<file path="src/dp_alarm_cfg.svh">
// header: offsets, field positions, error codes and timing counts
// assumes: included by bare name from the top module and the testbench
`ifndef DP_ALARM_CFG_SVH
`define DP_ALARM_CFG_SVH

// ------------------------------------------------------------
// register offsets (byte addresses)
// ------------------------------------------------------------
`define OFS_CTRL 12'h000
`define OFS_STATUS 12'h004
`define OFS_ALARM_SRC 12'h008
`define OFS_ALARM_LO 12'h00c
`define OFS_ALARM_HI 12'h010
`define OFS_REQ 12'h014
`define OFS_REQ_EXEC 12'h018
`define OFS_RESP 12'h01c
`define OFS_SYNC 12'h020

// ------------------------------------------------------------
// alarm block fields
// ------------------------------------------------------------
`define ALARM_BLOCK_LEN 6'h06
`define ALARM_SEL_DEVICE 2'h0
`define ALARM_TYPE_DIAG 7'h01
`define ALARM_ID_ALARM 1'b0
`define ALARM_SEQ_ZERO 5'h00

// ------------------------------------------------------------
// record access figures
// ------------------------------------------------------------
`define IDENT_SLOT 8'h00
`define IDENT_INDEX 8'hff
`define IDENT_EXT_FN 8'h08
`define IDENT_WR_LEN 8'h44
`define IDENT_MAX_REC 8'h04
`define ERR_WRITE_LEN 24'h80b800
`define ERR_EXT_FN 24'h80b600
`define ERR_NO_REQ 24'h80b500
`define ERR_BAD_ADDR 24'h80b000
`define PROC_CYCLES 4'h8

// ------------------------------------------------------------
// timing
// ------------------------------------------------------------
`define CLK_PERIOD_NS 5
`define SYNC_TOL_NS 1000
`define SYNC_TOL_CYCLES (`SYNC_TOL_NS / `CLK_PERIOD_NS)

`endif

</file>
<file path="src/dp_alarm_pkg.sv">
// package: shared types of the alarm and record access block
// assumes: constants come from dp_alarm_cfg.svh
package dp_alarm_pkg;

   // five-byte diagnosis alarm block plus detail byte
   typedef struct packed {
      logic [7:0] detail;
      logic [7:0] specifier;
      logic [7:0] slot;
      logic [7:0] type_id;
      logic [7:0] len_sel;
      logic [7:0] header;
   } alarm_block_t;

   // record request as posted by the master
   typedef struct packed {
      logic [7:0] slot;
      logic [7:0] index;
      logic [7:0] ext_fn;
      logic [7:0] rec_idx;
      logic [7:0] length;
      logic is_write;
   } rec_req_t;

   typedef enum logic [3:0] {
      REC_IDLE = 4'h1,
      REC_BUSY = 4'h2,
      REC_DONE = 4'h4,
      REC_ERR = 4'h8
   } rec_state_t;

endpackage : dp_alarm_pkg

</file>
<file path="src/dp_alarm_record.sv">
// top: diagnosis alarm builder, record request interpreter, publisher and beat sync
// assumes: APB master on core_clk; beat pin asynchronous to core_clk
//
// Chosen here: register access over APB and the placing of the registers.
`timescale 1ns/1ps
`include "dp_alarm_cfg.svh"

// Summary of operation
// - alarm octet one low six bits carry block length including octet zero
// - alarm octet one top two bits zero: device-related diagnosis
// - alarm type field in octet two equals one, diagnosis alarm
// - octet two top bit cleared, marking an alarm
// - octet three holds originating slot, zero for basic unit
// - octet four bits one..zero give coming or going specifier
// - octet four bit two zero, no extra acknowledgement
// - sequence field zero since only one alarm pends
// - exactly one detail byte at octet five
// - read gives short ack while busy, result once done
// - write to record zero or length not 68 gives 80 b8 00
// - extended function code not 8 gives 80 b6 00
// - read without earlier write gives 80 b5 00
// - invalid slot, index, record combination gives 80 b0 00
// - parameter octet seven bit seven enables publishing
// - publisher answers with broadcast receiver address
// - only publisher role, never subscriber
// - beat telegram realigns timebase within one microsecond
module dp_alarm_record (
   // clock and reset
   input wire logic core_clk,
   input wire logic arst_n,
   // apb slave
   input wire logic psel,
   input wire logic penable,
   input wire logic pwrite,
   input wire logic [11:0] paddr,
   input wire logic [31:0] pwdata,
   output logic [31:0] prdata,
   output logic pready,
   output logic pslverr,
   // link side events
   input wire logic beat_pin,
   output logic pub_broadcast,
   output logic alarm_pending,
   output logic beat_tick
);

   // ------------------------------------------------------------
   // reset release
   // ------------------------------------------------------------
   logic rst_meta_q, rst_n_q;
   always_ff @(posedge core_clk or negedge arst_n) begin
      if (!arst_n) begin
         rst_meta_q <= 1'b0;
         rst_n_q <= 1'b0;
      end else begin
         rst_meta_q <= 1'b1;
         rst_n_q <= rst_meta_q;
      end
   end

   // ------------------------------------------------------------
   // apb decode
   // ------------------------------------------------------------
   wire acc = psel && penable;
   wire wr = acc && pwrite;
   wire rd = acc && !pwrite;
   wire sel_ctrl = paddr == `OFS_CTRL;
   wire sel_status = paddr == `OFS_STATUS;
   wire sel_src = paddr == `OFS_ALARM_SRC;
   wire sel_lo = paddr == `OFS_ALARM_LO;
   wire sel_hi = paddr == `OFS_ALARM_HI;
   wire sel_req = paddr == `OFS_REQ;
   wire sel_exec = paddr == `OFS_REQ_EXEC;
   wire sel_resp = paddr == `OFS_RESP;
   wire sel_sync = paddr == `OFS_SYNC;
   wire mapped = sel_ctrl | sel_status | sel_src | sel_lo | sel_hi | sel_req | sel_exec
                 | sel_resp | sel_sync;

   // ------------------------------------------------------------
   // control: publisher enable, alarm raise and acknowledge
   // ------------------------------------------------------------
   logic pub_en_q;
   logic [7:0] src_slot_q, src_detail_q;
   logic [1:0] src_spec_q;
   // ctrl bit0 = parameter octet 7 bit 7 copy, bit1 = raise, bit2 = master ack
   wire raise_req = wr && sel_ctrl && pwdata[1];
   wire ack_req = wr && sel_ctrl && pwdata[2];
   logic pend_q;
   wire raise_ok = raise_req && !pend_q;

   always_ff @(posedge core_clk or negedge rst_n_q) begin
      if (!rst_n_q) begin
         pub_en_q <= 1'b0;
         src_slot_q <= 8'h00;
         src_detail_q <= 8'h00;
         src_spec_q <= 2'h0;
      end else begin
         if (wr && sel_ctrl) pub_en_q <= pwdata[0];
         if (wr && sel_src && !pend_q) begin
            src_slot_q <= pwdata[7:0];
            src_spec_q <= pwdata[9:8];
            src_detail_q <= pwdata[23:16];
         end
      end
   end

   // set wins over a simultaneous acknowledge
   always_ff @(posedge core_clk or negedge rst_n_q) begin
      if (!rst_n_q) pend_q <= 1'b0;
      else pend_q <= raise_ok ? 1'b1 : (ack_req ? 1'b0 : pend_q);
   end

   // ------------------------------------------------------------
   // alarm block build
   // ------------------------------------------------------------
   dp_alarm_pkg::alarm_block_t blk_q;
   dp_alarm_pkg::alarm_block_t blk_d;
   always_comb begin
      blk_d.header = 8'h00;
      blk_d.len_sel = {`ALARM_SEL_DEVICE, `ALARM_BLOCK_LEN};
      blk_d.type_id = {`ALARM_ID_ALARM, `ALARM_TYPE_DIAG};
      blk_d.slot = src_slot_q;
      blk_d.specifier = {`ALARM_SEQ_ZERO, 1'b0, src_spec_q};
      blk_d.detail = src_detail_q;
   end
   always_ff @(posedge core_clk or negedge rst_n_q) begin
      if (!rst_n_q) blk_q <= '0;
      else if (raise_ok) blk_q <= blk_d;
   end

   // ------------------------------------------------------------
   // record request interpreter
   // ------------------------------------------------------------
   dp_alarm_pkg::rec_req_t req_q;
   dp_alarm_pkg::rec_state_t st_q, st_d;
   logic [23:0] err_q, err_d;
   logic [3:0] busy_cnt_q;
   logic [7:0] rec_sel_q;
   logic posted_q;

   // req reg: [7:0] slot [15:8] index [23:16] ext fn [31:24] record idx
   // exec reg: [7:0] length, bit8 = write (1) or read request (0)
   wire exec_w = wr && sel_exec;
   wire [7:0] x_slot = req_q.slot;
   wire [7:0] x_index = req_q.index;
   wire [7:0] x_fn = req_q.ext_fn;
   wire [7:0] x_rec = req_q.rec_idx;
   wire [7:0] x_len = pwdata[7:0];
   wire x_write = pwdata[8];
   wire bad_addr = x_slot != `IDENT_SLOT || x_index != `IDENT_INDEX
                   || x_rec > `IDENT_MAX_REC;
   wire bad_fn = x_fn != `IDENT_EXT_FN;
   wire bad_len = x_write && (x_rec == 8'h00 || x_len != `IDENT_WR_LEN);
   // fetch only if setup latched a final answer: a short-ack read must not
   // throw away a result that completed between setup and access
   wire resp_rd = rd && sel_resp && !prdata[30];

   always_comb begin
      st_d = st_q;
      err_d = err_q;
      case (st_q)
         dp_alarm_pkg::REC_IDLE: begin
            if (exec_w) begin
               if (bad_addr) begin
                  st_d = dp_alarm_pkg::REC_ERR;
                  err_d = `ERR_BAD_ADDR;
               end else if (bad_fn) begin
                  st_d = dp_alarm_pkg::REC_ERR;
                  err_d = `ERR_EXT_FN;
               end else if (bad_len) begin
                  st_d = dp_alarm_pkg::REC_ERR;
                  err_d = `ERR_WRITE_LEN;
               end else begin
                  st_d = dp_alarm_pkg::REC_BUSY;
                  err_d = 24'h000000;
               end
            end
         end
         dp_alarm_pkg::REC_BUSY: begin
            if (busy_cnt_q == 4'h1) st_d = dp_alarm_pkg::REC_DONE;
         end
         dp_alarm_pkg::REC_DONE: begin
            if (resp_rd) st_d = dp_alarm_pkg::REC_IDLE;
         end
         dp_alarm_pkg::REC_ERR: begin
            if (resp_rd) st_d = dp_alarm_pkg::REC_IDLE;
         end
         default: st_d = dp_alarm_pkg::REC_IDLE;
      endcase
   end

   always_ff @(posedge core_clk or negedge rst_n_q) begin
      if (!rst_n_q) begin
         st_q <= dp_alarm_pkg::REC_IDLE;
         err_q <= 24'h000000;
         busy_cnt_q <= 4'h0;
         req_q <= '0;
         rec_sel_q <= 8'h00;
         posted_q <= 1'b0;
      end else begin
         st_q <= st_d;
         err_q <= err_d;
         if (wr && sel_req && st_q == dp_alarm_pkg::REC_IDLE) begin
            req_q.slot <= pwdata[7:0];
            req_q.index <= pwdata[15:8];
            req_q.ext_fn <= pwdata[23:16];
            req_q.rec_idx <= pwdata[31:24];
         end
         if (exec_w && st_q == dp_alarm_pkg::REC_IDLE) begin
            req_q.length <= x_len;
            req_q.is_write <= x_write;
            rec_sel_q <= x_rec;
            busy_cnt_q <= `PROC_CYCLES;
         end else if (busy_cnt_q != 4'h0) begin
            busy_cnt_q <= busy_cnt_q - 4'h1;
         end
         // posted until the outcome has been fetched once
         if (exec_w && st_q == dp_alarm_pkg::REC_IDLE) posted_q <= 1'b1;
         else if (resp_rd && st_q != dp_alarm_pkg::REC_BUSY) posted_q <= 1'b0;
      end
   end

   // response word: [31] done, [30] short ack, [29] error, [23:0] code or record
   logic [31:0] resp_w;
   always_comb begin
      resp_w = 32'h00000000;
      if (!posted_q) resp_w = {8'h20, `ERR_NO_REQ};
      else if (st_q == dp_alarm_pkg::REC_BUSY) resp_w = 32'h40000000;
      else if (st_q == dp_alarm_pkg::REC_ERR) resp_w = {8'h20, err_q};
      else resp_w = {8'h80, 8'h00, req_q.length, rec_sel_q};
   end

   // ------------------------------------------------------------
   // beat synchroniser and timebase realign
   // ------------------------------------------------------------
   logic [2:0] beat_sync_q;
   logic beat_lvl_q;
   logic [15:0] tb_q;
   logic [15:0] period_q;
   always_ff @(posedge core_clk or negedge rst_n_q) begin
      if (!rst_n_q) begin
         beat_sync_q <= 3'h0;
         beat_lvl_q <= 1'b0;
      end else begin
         beat_sync_q <= {beat_sync_q[1:0], beat_pin};
         if (beat_sync_q[1] == beat_sync_q[2]) beat_lvl_q <= beat_sync_q[2];
      end
   end
   wire beat_rise = beat_sync_q[1] == beat_sync_q[2] && beat_sync_q[2] && !beat_lvl_q;

   always_ff @(posedge core_clk or negedge rst_n_q) begin
      if (!rst_n_q) begin
         tb_q <= 16'h0000;
         period_q <= 16'h0000;
      end else if (beat_rise) begin
         tb_q <= 16'h0000;
         period_q <= tb_q;
      end else if (tb_q != 16'hffff) begin
         tb_q <= tb_q + 16'h0001;
      end
   end

   // ------------------------------------------------------------
   // outputs and apb read
   // ------------------------------------------------------------
   logic [31:0] rdata_d;
   always_comb begin
      rdata_d = 32'h00000000;
      if (sel_ctrl) rdata_d = {31'h0, pub_en_q};
      else if (sel_status) rdata_d = {24'h0, st_q, 2'h0, posted_q, pend_q};
      else if (sel_src) rdata_d = {8'h0, src_detail_q, 6'h0, src_spec_q, src_slot_q};
      else if (sel_lo) rdata_d = {blk_q.slot, blk_q.type_id, blk_q.len_sel, blk_q.header};
      else if (sel_hi) rdata_d = {16'h0, blk_q.detail, blk_q.specifier};
      else if (sel_req) rdata_d = {req_q.rec_idx, req_q.ext_fn, req_q.index, req_q.slot};
      else if (sel_resp) rdata_d = resp_w;
      else if (sel_sync) rdata_d = {period_q, tb_q};
   end

   // slave answers in the first access cycle; registered answer arrives next cycle
   logic ready_q;
   always_ff @(posedge core_clk or negedge rst_n_q) begin
      if (!rst_n_q) begin
         ready_q <= 1'b0;
         prdata <= 32'h00000000;
         pslverr <= 1'b0;
         pub_broadcast <= 1'b0;
         alarm_pending <= 1'b0;
         beat_tick <= 1'b0;
      end else begin
         ready_q <= psel && !penable;
         if (psel && !penable) begin
            prdata <= pwrite ? 32'h00000000 : rdata_d;
            pslverr <= !mapped;
         end
         pub_broadcast <= pub_en_q;
         alarm_pending <= pend_q;
         beat_tick <= beat_rise;
      end
   end
   assign pready = ready_q;

   // ------------------------------------------------------------
   // checks
   // ------------------------------------------------------------
   property p_alarm_hold;
      @(posedge core_clk) disable iff (!rst_n_q)
         pend_q && !ack_req |=> pend_q && $stable(blk_q);
   endproperty
   a_alarm_hold: assert property (p_alarm_hold) else $error("alarm lost before ack");

   property p_alarm_fields;
      @(posedge core_clk) disable iff (!rst_n_q)
         pend_q |-> blk_q.len_sel == 8'h06 && blk_q.type_id == 8'h01;
   endproperty
   a_alarm_fields: assert property (p_alarm_fields) else $error("alarm header wrong");

   property p_spec_bits;
      @(posedge core_clk) disable iff (!rst_n_q)
         pend_q |-> blk_q.specifier[7:2] == 6'h00;
   endproperty
   a_spec_bits: assert property (p_spec_bits) else $error("alarm octet four high bits set");

   property p_busy_ack;
      @(posedge core_clk) disable iff (!rst_n_q)
         st_q == dp_alarm_pkg::REC_BUSY |-> resp_w == 32'h40000000;
   endproperty
   a_busy_ack: assert property (p_busy_ack) else $error("busy read not short ack");

   property p_busy_len;
      @(posedge core_clk) disable iff (!rst_n_q)
         $rose(st_q == dp_alarm_pkg::REC_BUSY) |-> ##[7:8] st_q == dp_alarm_pkg::REC_DONE;
   endproperty
   a_busy_len: assert property (p_busy_len) else $error("processing time wrong");

   property p_no_req;
      @(posedge core_clk) disable iff (!rst_n_q)
         !posted_q |-> resp_w[23:0] == 24'h80b500;
   endproperty
   a_no_req: assert property (p_no_req) else $error("missing no-request code");

   property p_bad_fn;
      @(posedge core_clk) disable iff (!rst_n_q)
         exec_w && st_q == dp_alarm_pkg::REC_IDLE && !bad_addr && bad_fn
         |=> st_q == dp_alarm_pkg::REC_ERR && err_q == 24'h80b600;
   endproperty
   a_bad_fn: assert property (p_bad_fn) else $error("ext fn error code wrong");

   property p_bad_addr;
      @(posedge core_clk) disable iff (!rst_n_q)
         exec_w && st_q == dp_alarm_pkg::REC_IDLE && bad_addr |=> err_q == 24'h80b000;
   endproperty
   a_bad_addr: assert property (p_bad_addr) else $error("address error code wrong");

   property p_pub;
      @(posedge core_clk) disable iff (!rst_n_q)
         wr && sel_ctrl |-> ##2 pub_broadcast == $past(pwdata[0], 2);
   endproperty
   a_pub: assert property (p_pub) else $error("publisher enable not followed");

   property p_beat;
      @(posedge core_clk) disable iff (!rst_n_q)
         beat_rise |=> tb_q == 16'h0000;
   endproperty
   a_beat: assert property (p_beat) else $error("timebase not realigned");

endmodule : dp_alarm_record

</file>
<file path="config.mk">
export PLATFORM = sky130hd
export DESIGN_NAME = dp_alarm_record
export DESIGN_NICKNAME = d
export VERILOG_FILES = /design/src/dp_alarm_pkg.sv /design/src/dp_alarm_record.sv
export VERILOG_INCLUDE_DIRS = /design/src
export SDC_FILE = /design/constraint.sdc
export NUM_CORES = 1
export LEC_CHECK = 0
export BUFFER_PORTS_ARGS = -buffer_cell sky130_fd_sc_hd__buf_2
export CAP_MARGIN = 20
export CORE_MARGIN = 10
export CORE_UTILIZATION = 52
export CTS_BUF_LIST = sky130_fd_sc_hd__clkbuf_4
export CTS_CLUSTER_DIAMETER = 40
export DETAILED_ROUTE_END_ITERATION = 8
export HOLD_SLACK_MARGIN = 0.08
export PLACE_DENSITY_LB_ADDON = 0.1
export SLEW_MARGIN = 20
export SYNTH_ARGS = -nofsm -noshare
export SYNTH_HDL_FRONTEND = slang
export SYNTH_SLANG_ARGS = --single-unit
</file>
<file path="constraint.sdc">
create_clock -name core_clk -period 6.7 [get_ports core_clk]
set_input_delay 1.34 -clock core_clk [delete_from_list [all_inputs] [get_ports core_clk]]
set_output_delay 1.34 -clock core_clk [all_outputs]
set_load 0.01 [all_outputs]
</file>
Word-level counts from Yosys, hierarchy flattened
Index checks and enable logic that the tools add are counted.
Storage, ports and cells
  logic and storage cells: 135
  output and inout port bits: 37
  register bits after elaboration: 196
Cells by class
  equality and inequality tests: 22
  bitwise logic cells: 8
  add/sub/neg operators: 2
  reductions and logical operators: 40
  muxes and demuxes: 30
  order comparisons: 1
Operators by type and width (count)
  2-to-1 mux 32 bit: 12
  2-to-1 mux 24 bit: 3
  equality test 12 x 5 -> 1 bit, second input constant: 4
  2-to-1 mux 16 bit: 2
  2-to-1 mux 4 bit: 8
  equality test 12 x 4 -> 1 bit, second input constant: 2
  logical AND 1 bit: 20
  adder 16 x 1 -> 16 bit, second input constant: 1
  inequality test 16 bit, second input constant: 1
  equality test 12 x 3 -> 1 bit, second input constant: 1
  equality test 12 x 6 -> 1 bit, second input constant: 1
  zero test 12 bit: 1
  case mux 4 bit (3 select lines): 1
  equality test 4 x 1 -> 1 bit, second input constant: 2
  > comparator 8 x 3 -> 1 bit, second input constant: 1
  zero test 8 bit: 1
  inequality test 8 x 4 -> 1 bit, second input constant: 1
  inequality test 8 x 7 -> 1 bit, second input constant: 1
  inequality test 8 bit, second input constant: 1
  OR 1 bit: 8
  nonzero test 2 bit: 4
  nonzero test 8 bit: 1
  zero test 1 bit: 6
  equality test 4 x 2 -> 1 bit, second input constant: 1
  other kinds (13): 19

Logic depth before layout (Yosys ltp)
Gate-level depths: netlist (run 1).
  depth after elaboration: 12
  mapped depth: 8
  gate-level depth less buffers: 6

Least setup slack after synthesis (run 1)
Ideal clock, no wire load.
  kind: input -> register
  start: input paddr[4]
  end: register blk_q[30] (netlist bit)
  slack: 3.383 ns
  setup time: 0.125 ns
  cell stages on the path: 8
  arrival time: 3.192 ns
  required time: 6.575 ns
  path buffers: 3
  cell sequence: buf_6 -> or4_4 -> buf_6 -> nor4_4 -> nand2_2 -> nor2_8 -> buf_12 -> mux2_4
On the way
  word-level cells in the longest chain between the ends: 4
RTL lines
  from (decl): line dp_alarm_record.sv:35  | input wire logic [11:0] paddr,
  zero test 12 bit (no line)
  logical AND 1 bit (2 in a row): line dp_alarm_record.sv:86  | wire raise_req = wr && sel_ctrl && pwdata[1];
  logical AND 1 bit: line dp_alarm_record.sv:89  | wire raise_ok = raise_req && !pend_q;
  to (signal assigned): line dp_alarm_record.sv:128  | else if (raise_ok) blk_q <= blk_d;
  to (decl): line dp_alarm_record.sv:116  | dp_alarm_pkg::alarm_block_t blk_q;
No other way between the ends.
A chain may end at the register's enable or synchronous reset.

Worst setup path in the final report (run 1)
  start: input paddr[9]
  end: register src_detail_q[3]
On the way
  word-level cells in the longest chain between the ends: 3
RTL lines
  equality test 12 x 4 -> 1 bit (no line)
  logical AND 1 bit (2 in a row): line dp_alarm_record.sv:99  | if (wr && sel_src && !pend_q) begin
  to (signal assigned): line dp_alarm_record.sv:102  | src_detail_q <= pwdata[23:16];
  to (decl): line dp_alarm_record.sv:83  | logic [7:0] src_slot_q, src_detail_q;
No other way between the ends.

==> flow_metrics.env, run 1 <==
export IMPL_synth_top_cells_by_area="dfrtp_1, mux2_2, nand2_1"
export IMPL_cts_htree_levels=4
export IMPL_grt_pass1_vias=6689
export IMPL_clockRootBuffer="clkbuf_4"
export IMPL_drt_initial_drc_count=706
export IMPL_grt_pass1_wl_microns=39000
export IMPL_critPathKind="in2reg"
export IMPL_outcome="finished, final reports clean"
export IMPL_die_h_microns=146
export IMPL_grt_max_degree=81
export IMPL_grt_usage_pct=23.6
export IMPL_synth_warning_count=0
export IMPL_hpwlAfterDp_microns=18600
export IMPL_cts_buffers=17
export IMPL_intPower_w=0.00140
export IMPL_setup_tns_ns=0
export IMPL_rsz0062_at_grt="false"
export IMPL_via_per_inst=6.19
export IMPL_syn_area_sq_mm=0.00825
export IMPL_synth_top_cell_by_area="dfrtp_1"
export IMPL_fillers=1340
export IMPL_hold_viol=0
export IMPL_core_area_sq_mm=0.0154
export IMPL_final_antenna_net_count=0
export IMPL_synth_area_per_cell_sq_um=11.2
export IMPL_fin_crit_ns=3.73
export IMPL_die_area_sq_mm=0.0213
export IMPL_gp_congestion=0.952
export IMPL_syn_to_final_growth_pct=11.0
export IMPL_clk_path_buf_depth=2
export IMPL_tightest_slew_ns=1.03
export IMPL_finalSetupViolCount=0
export IMPL_power_switching_w=0.000561
export IMPL_drcViolationCount=0
export IMPL_comb_power_share_pct=10.4
export IMPL_die_w_microns=146
export IMPL_power_frac_seq_pct=58.8
export IMPL_drt_wirelength_per_cell_microns=24.2
export IMPL_fmax_mhz=268
export IMPL_first_pass_iters=5
export IMPL_wl_microns=25200
export IMPL_synth_seq_cells=174
export IMPL_critPathLaunchType="input pin"
export IMPL_postCtsHoldBufs=0
export IMPL_initial_core_util_pct=53.6
export IMPL_clk_pin_slew_worst_paths_ns=0.15
export IMPL_cp_arrival_ns=4.19
export IMPL_synthFlopType="dfrtp_1"
export IMPL_overflow=0
export IMPL_vias=6454
export IMPL_cts_setup_buffers=0
export IMPL_yosysMostFrequentCell="dfrtp_1"
export IMPL_synthTopCellsByCount="dfrtp_1, nand2_1, mux2_2"
export IMPL_ys_seq_area_share_pct=52.8
export IMPL_synth_edf_count=0
export IMPL_io_buffers=86
export IMPL_post_cts_resized=0
export IMPL_utilization_pct=59.6
export IMPL_path_max_fanout=14
export IMPL_antenna_found_initial=1
export IMPL_hp_class="reg2async"
export IMPL_sw_frac_of_total_pct=28.6
export IMPL_async_flop_share_pct=100
export IMPL_leakage_nw=4.31
export IMPL_max_vdd_ir_drop_mv=0.210
export IMPL_powerDensity_mw_per_mm2=214
export IMPL_p_clk_share_pct=30.8
export IMPL_drive_gt1_share_pct=28.6
export IMPL_synth_cells=737
export IMPL_relSlewSlack_pct=30.8
export IMPL_worstSetupEndpointType="flop"
export IMPL_synth_top_area_share_pct=52.5
export IMPL_pin_count=87
export IMPL_period_share_pct=55.7
export IMPL_drv_cap=0
export IMPL_cp_required_ns=7.17
export IMPL_row_count=45
export IMPL_synth_cell_type_count=73
export IMPL_cts_tree="done"
export IMPL_clkLatencyLatePin_ns=0.57
export IMPL_clkSinkCount=174
export IMPL_syn_num_nets=792
export IMPL_finClkSkew_ns=0.0172
export IMPL_maxSlewViolCount=0
export IMPL_final_net_count=871
## registers in the layout, summed over array words and instances, names as in the netlist, 2 cells and up
signal and flops:
beat_sync_q 3, blk_q 19, busy_cnt_q 4, err_q 3, period_q 16, prdata 32
rec_sel_q 8, req_q 8, src_detail_q 8, src_slot_q 8, src_spec_q 2, st_q 4
tb_q 16, x_fn 8, x_index 8, x_rec 8, x_slot 8
## per-layer routing
metal	vias to the layer above	track usage [%]	share of wire (%)
li1	2861	-	-
met1	3278	31.2	43
met2	260	36.5	46
met3	55	5.68	7.4
met4	0	9.66	3.4
met5	-	0	0
## critical path, stage by stage
cell and delay, ns:
buf_2 0.11, or4_1 0.87, nor3_1 0.37, nor3b_2 0.78, buf_4 0.36, mux2_1 0.35
## power by group through the flow
stage	registers (W)	logic (W)	clock network [W]
floorplan	0.00116	0.000125	0
global placement	0.00117	0.000189	0
detailed placement	0.00117	0.000204	0
CTS	0.00115	0.000205	0.000616
global route	0.00116	0.000230	0.000660
finish	0.00115	0.000204	0.000604
## cell usage in the layout (no fill, tap or decap), types with 14 or more instances in the layout
| master | count |
|---|---|
| nand2_1 | 103 |
| o21ai_0 | 22 |
| mux2_2 | 72 |
| a21oi_1 | 28 |
| buf_2 | 86 |
| clkbuf_4 | 18 |
| a221oi_1 | 15 |
| nand3_1 | 17 |
| dfrtp_1 | 172 |
| nor3_1 | 14 |
| nor2_1 | 39 |
## path summary, 6_finish.rpt
path                                 startpoint                     endpoint  slack, ns  cells past startpoint
max                                    paddr[9]  src_detail_q[3]$_DFFE_PN0P_       2.97                      6
min                           rst_n_q$_DFF_PN0_       prdata[23]$_DFFE_PN0P_       0.23                      0
max reg2reg                 st_q[0]$_DFFE_PN1P_        err_q[15]$_DFFE_PN0P_       3.79                      4
min reg2reg                   rst_n_q$_DFF_PN0_       prdata[23]$_DFFE_PN0P_       0.23                      0
max in group asynchronous     rst_n_q$_DFF_PN0_       prdata[29]$_DFFE_PN0P_       5.24                      1
min in group core_clk      rst_meta_q$_DFF_PN0_            rst_n_q$_DFF_PN0_       0.37                      0
## cell families (layout without fill, tap and decap cells)
family,after synthesis,after routing,share of synthesized area (%)
other cells,1,4,0.0455
buf+inv,50,142,2.99
mux,96,96,13.5
flops,174,174,52.8
simple gates,257,257,16.7
xor+xnor,13,13,1.38
compound gates,141,141,11.9
fa+ha+maj,5,5,0.759
## final cells by class
cell class	count	area (sq um)	area share, %
Antenna cell	3	7.51	0.0820
Clock buffer	18	135	1.48
Clock inverter	14	143	1.56
Inverter	11	41.3	0.451
Multi-Input combinational cell	513	3670	40.1
Sequential cell	174	4360	47.6
Tap cell	211	264	2.88
Timing Repair Buffer	99	532	5.81
## metrics by stage
stage / instances / power, W / setup slack, ns / cell area, sq um / hold WS (ns)
after global placement: 1008 / 0.00136 / 2.48 / 8860 / 0.223
after CTS: 1040 / 0.00197 / 3.05 / 9140 / 0.240
final: 1043 / 0.00196 / 2.97 / 9160 / 0.229
after global routing: 1042 / 0.00205 / 2.92 / 9150 / 0.251
after detailed placement: 1008 / 0.00138 / 2.45 / 8860 / 0.226
after floorplan: 737 / 0.00129 / 1.49 / 8250 / 0.331
Power figures use the tool's default switching activity.
==> inputs of run 2 (changes only) <==
==> constraint.sdc (replaced) <==
create_clock -name core_clk -period 3.6 [get_ports core_clk]
set_input_delay 0.72 -clock core_clk [delete_from_list [all_inputs] [get_ports core_clk]]
set_output_delay 0.72 -clock core_clk [all_outputs]
set_load 0.01 [all_outputs]
==> run 2 against run 1 <==
Compared with the run above:
- via count up 0.87%
- core utilization increased by 1.1 points
- die area stayed put
- worst hold slack barely moved
- power grew 94%
- clock skew grew 0.014 ns
- critical path depth down 1
- critical endpoint is now err_q[15]$_DFFE_PN0P_
- largest cell class unchanged
==> flow_metrics.env, run 2 (same netlist as run 1, synthesis figures left out) <==
export IMPL_outcome="finished, final reports clean"
export IMPL_first_pass_iters=6
export IMPL_utilization_pct=60.7
export IMPL_grt_max_degree=67
export IMPL_row_count=45
export IMPL_drt_wirelength_per_cell_microns=23.7
export IMPL_rrSetupSlack_ns=0.89
export IMPL_post_cts_resized=0
export IMPL_drv_cap=0
export IMPL_max_vdd_ir_drop_mv=0.394
export IMPL_relSlewSlack_pct=26.2
export IMPL_path_max_fanout=3
export IMPL_final_net_count=887
export IMPL_clk_pin_slew_worst_paths_ns=0.15
export IMPL_drcViolationCount=0
export IMPL_finalSetupViolCount=0
export IMPL_finClkSkew_ns=0.0315
export IMPL_reg_top3="prdata (32), blk_q (19)"
export IMPL_layout_cells_most_common="dfrtp_1"
export IMPL_worstSetupEndpointType="flop"
export IMPL_grt_usage_pct=23.5
export IMPL_regMostFlops="prdata"
export IMPL_antenna_found_initial=3
export IMPL_critPathKind="reg2reg"
export IMPL_clockRootBuffer="clkbuf_4"
export IMPL_hp_class="in2reg"
export IMPL_io_buffers=86
export IMPL_holdWs_ns=0.229
export IMPL_maxSlewViolCount=0
export IMPL_cts_htree_levels=4
export IMPL_grt_pass1_vias=6645
export IMPL_final_antenna_net_count=0
export IMPL_clkLatencyLatePin_ns=0.59
export IMPL_cts_tree="done"
export IMPL_cp_required_ns=4.09
export IMPL_rsz0062_at_grt="false"
export IMPL_overflow=0
export IMPL_tightest_slew_ns=1.09
export IMPL_grt_pass1_wl_microns=38900
export IMPL_die_w_microns=146
export IMPL_drt_initial_drc_count=568
export IMPL_hold_viol=0
export IMPL_cts_setup_buffers=0
export IMPL_clkSinkCount=174
export IMPL_mostFrequentLayoutCells="dfrtp_1, nand2_1, buf_2"
export IMPL_fmax_mhz=369
export IMPL_cts_buffers=17
export IMPL_period_share_pct=75.3
export IMPL_largest_reg_flops=32
export IMPL_clk_path_buf_depth=2
export IMPL_final_cells=1060
export IMPL_setup_tns_ns=0
export IMPL_powerDensity_mw_per_mm2=408
export IMPL_syn_to_final_growth_pct=13.1
export IMPL_gp_congestion=0.973
export IMPL_initial_core_util_pct=53.6
export IMPL_via_per_inst=6.14
export IMPL_drive_gt1_share_pct=30.1
export IMPL_pin_count=87
export IMPL_die_area_sq_mm=0.0213
export IMPL_wl_microns=25200
export IMPL_die_h_microns=146
export IMPL_cp_arrival_ns=3.20
export IMPL_vias=6510
export IMPL_critPathLaunchType="flop"
export IMPL_fin_ws_ns=0.891
export IMPL_fin_crit_ns=2.71
export IMPL_leakage_nw=4.41
export IMPL_hpwlAfterDp_microns=18800
export IMPL_core_area_sq_mm=0.0154
export IMPL_dpl_worst_slack_ns=0.426
export IMPL_placedCellCount=1023
export IMPL_postCtsHoldBufs=1
[run 2: changes by cell type in the layout (fill, tap and decap cells not counted), sizes merged]
cell / previous run / this run
buf: 99 / 114
clkinv: 7 / 4
bufinv: 2 / 4
clkbuf: 18 / 19
clkinvlp: 2 / 1
diode: 3 / 4
dlygate4sd3: 0 / 1
inv: 14 / 15
[run 2: cell type report]
cell class | instances | area, sq um
Antenna cell | 4 | 10.0
Fill cell | 1306 | 6040
Clock buffer | 19 | 143
Tap cell | 211 | 264
Inverter | 11 | 41.3
Timing Repair Buffer | 115 | 663
Sequential cell | 174 | 4360
Multi-Input combinational cell | 513 | 3660
Clock inverter | 13 | 185
[run 2: final timing paths]
path                                        from                  endpoint  cells after the start
max                        x_slot[0]$_DFFE_PN0P_     err_q[15]$_DFFE_PN0P_                      5
min                                     beat_pin  beat_sync_q[0]$_DFF_PN0_                      1
max reg2reg                x_slot[0]$_DFFE_PN0P_     err_q[15]$_DFFE_PN0P_                      5
min reg2reg                 rst_meta_q$_DFF_PN0_         rst_n_q$_DFF_PN0_                      0
max in group asynchronous      rst_n_q$_DFF_PN0_       st_q[0]$_DFFE_PN1P_                      1
min in group asynchronous                 arst_n         rst_n_q$_DFF_PN0_                      2
[run 2: layer usage]
metal	part of all wire, %	global-route usage [%]	vias up	wire length (microns)
met2	46	35.7	314	11500
met3	8.7	7.36	56	2190
met1	42	30.0	3241	10500
li1	-	-	2899	-
met5	0	0	-	0
met4	4.0	11.3	0	1000
[run 2: critical path, stage by stage, from the launching register on]
cell      delay (ns)
dfrtp_1         0.46
nand4b_1        0.35
a211oi_1        0.28
nor4b_1         0.90
nand3_1         0.28
mux2_2          0.33
[run 2: power breakdown]
| group | switching [W] | total (W) | internal (W) |
|---|---|---|---|
| sequential | 0.000119 | 0.00216 | 0.00204 |
| combinational | 0.000217 | 0.000367 | 0.000150 |
| clock | 0.000712 | 0.00128 | 0.000573 |
| total | 0.00105 | 0.00381 | 0.00276 |
[run 2: stage by stage]
| step | total power, W | area [sq um] |
|---|---|---|
| CTS | 0.00384 | 9320 |
| global placement | 0.00254 | 8980 |
| finish | 0.00381 | 9330 |
| floorplan | 0.00239 | 8250 |
| global route | 0.00398 | 9320 |
| detailed placement | 0.00256 | 8980 |
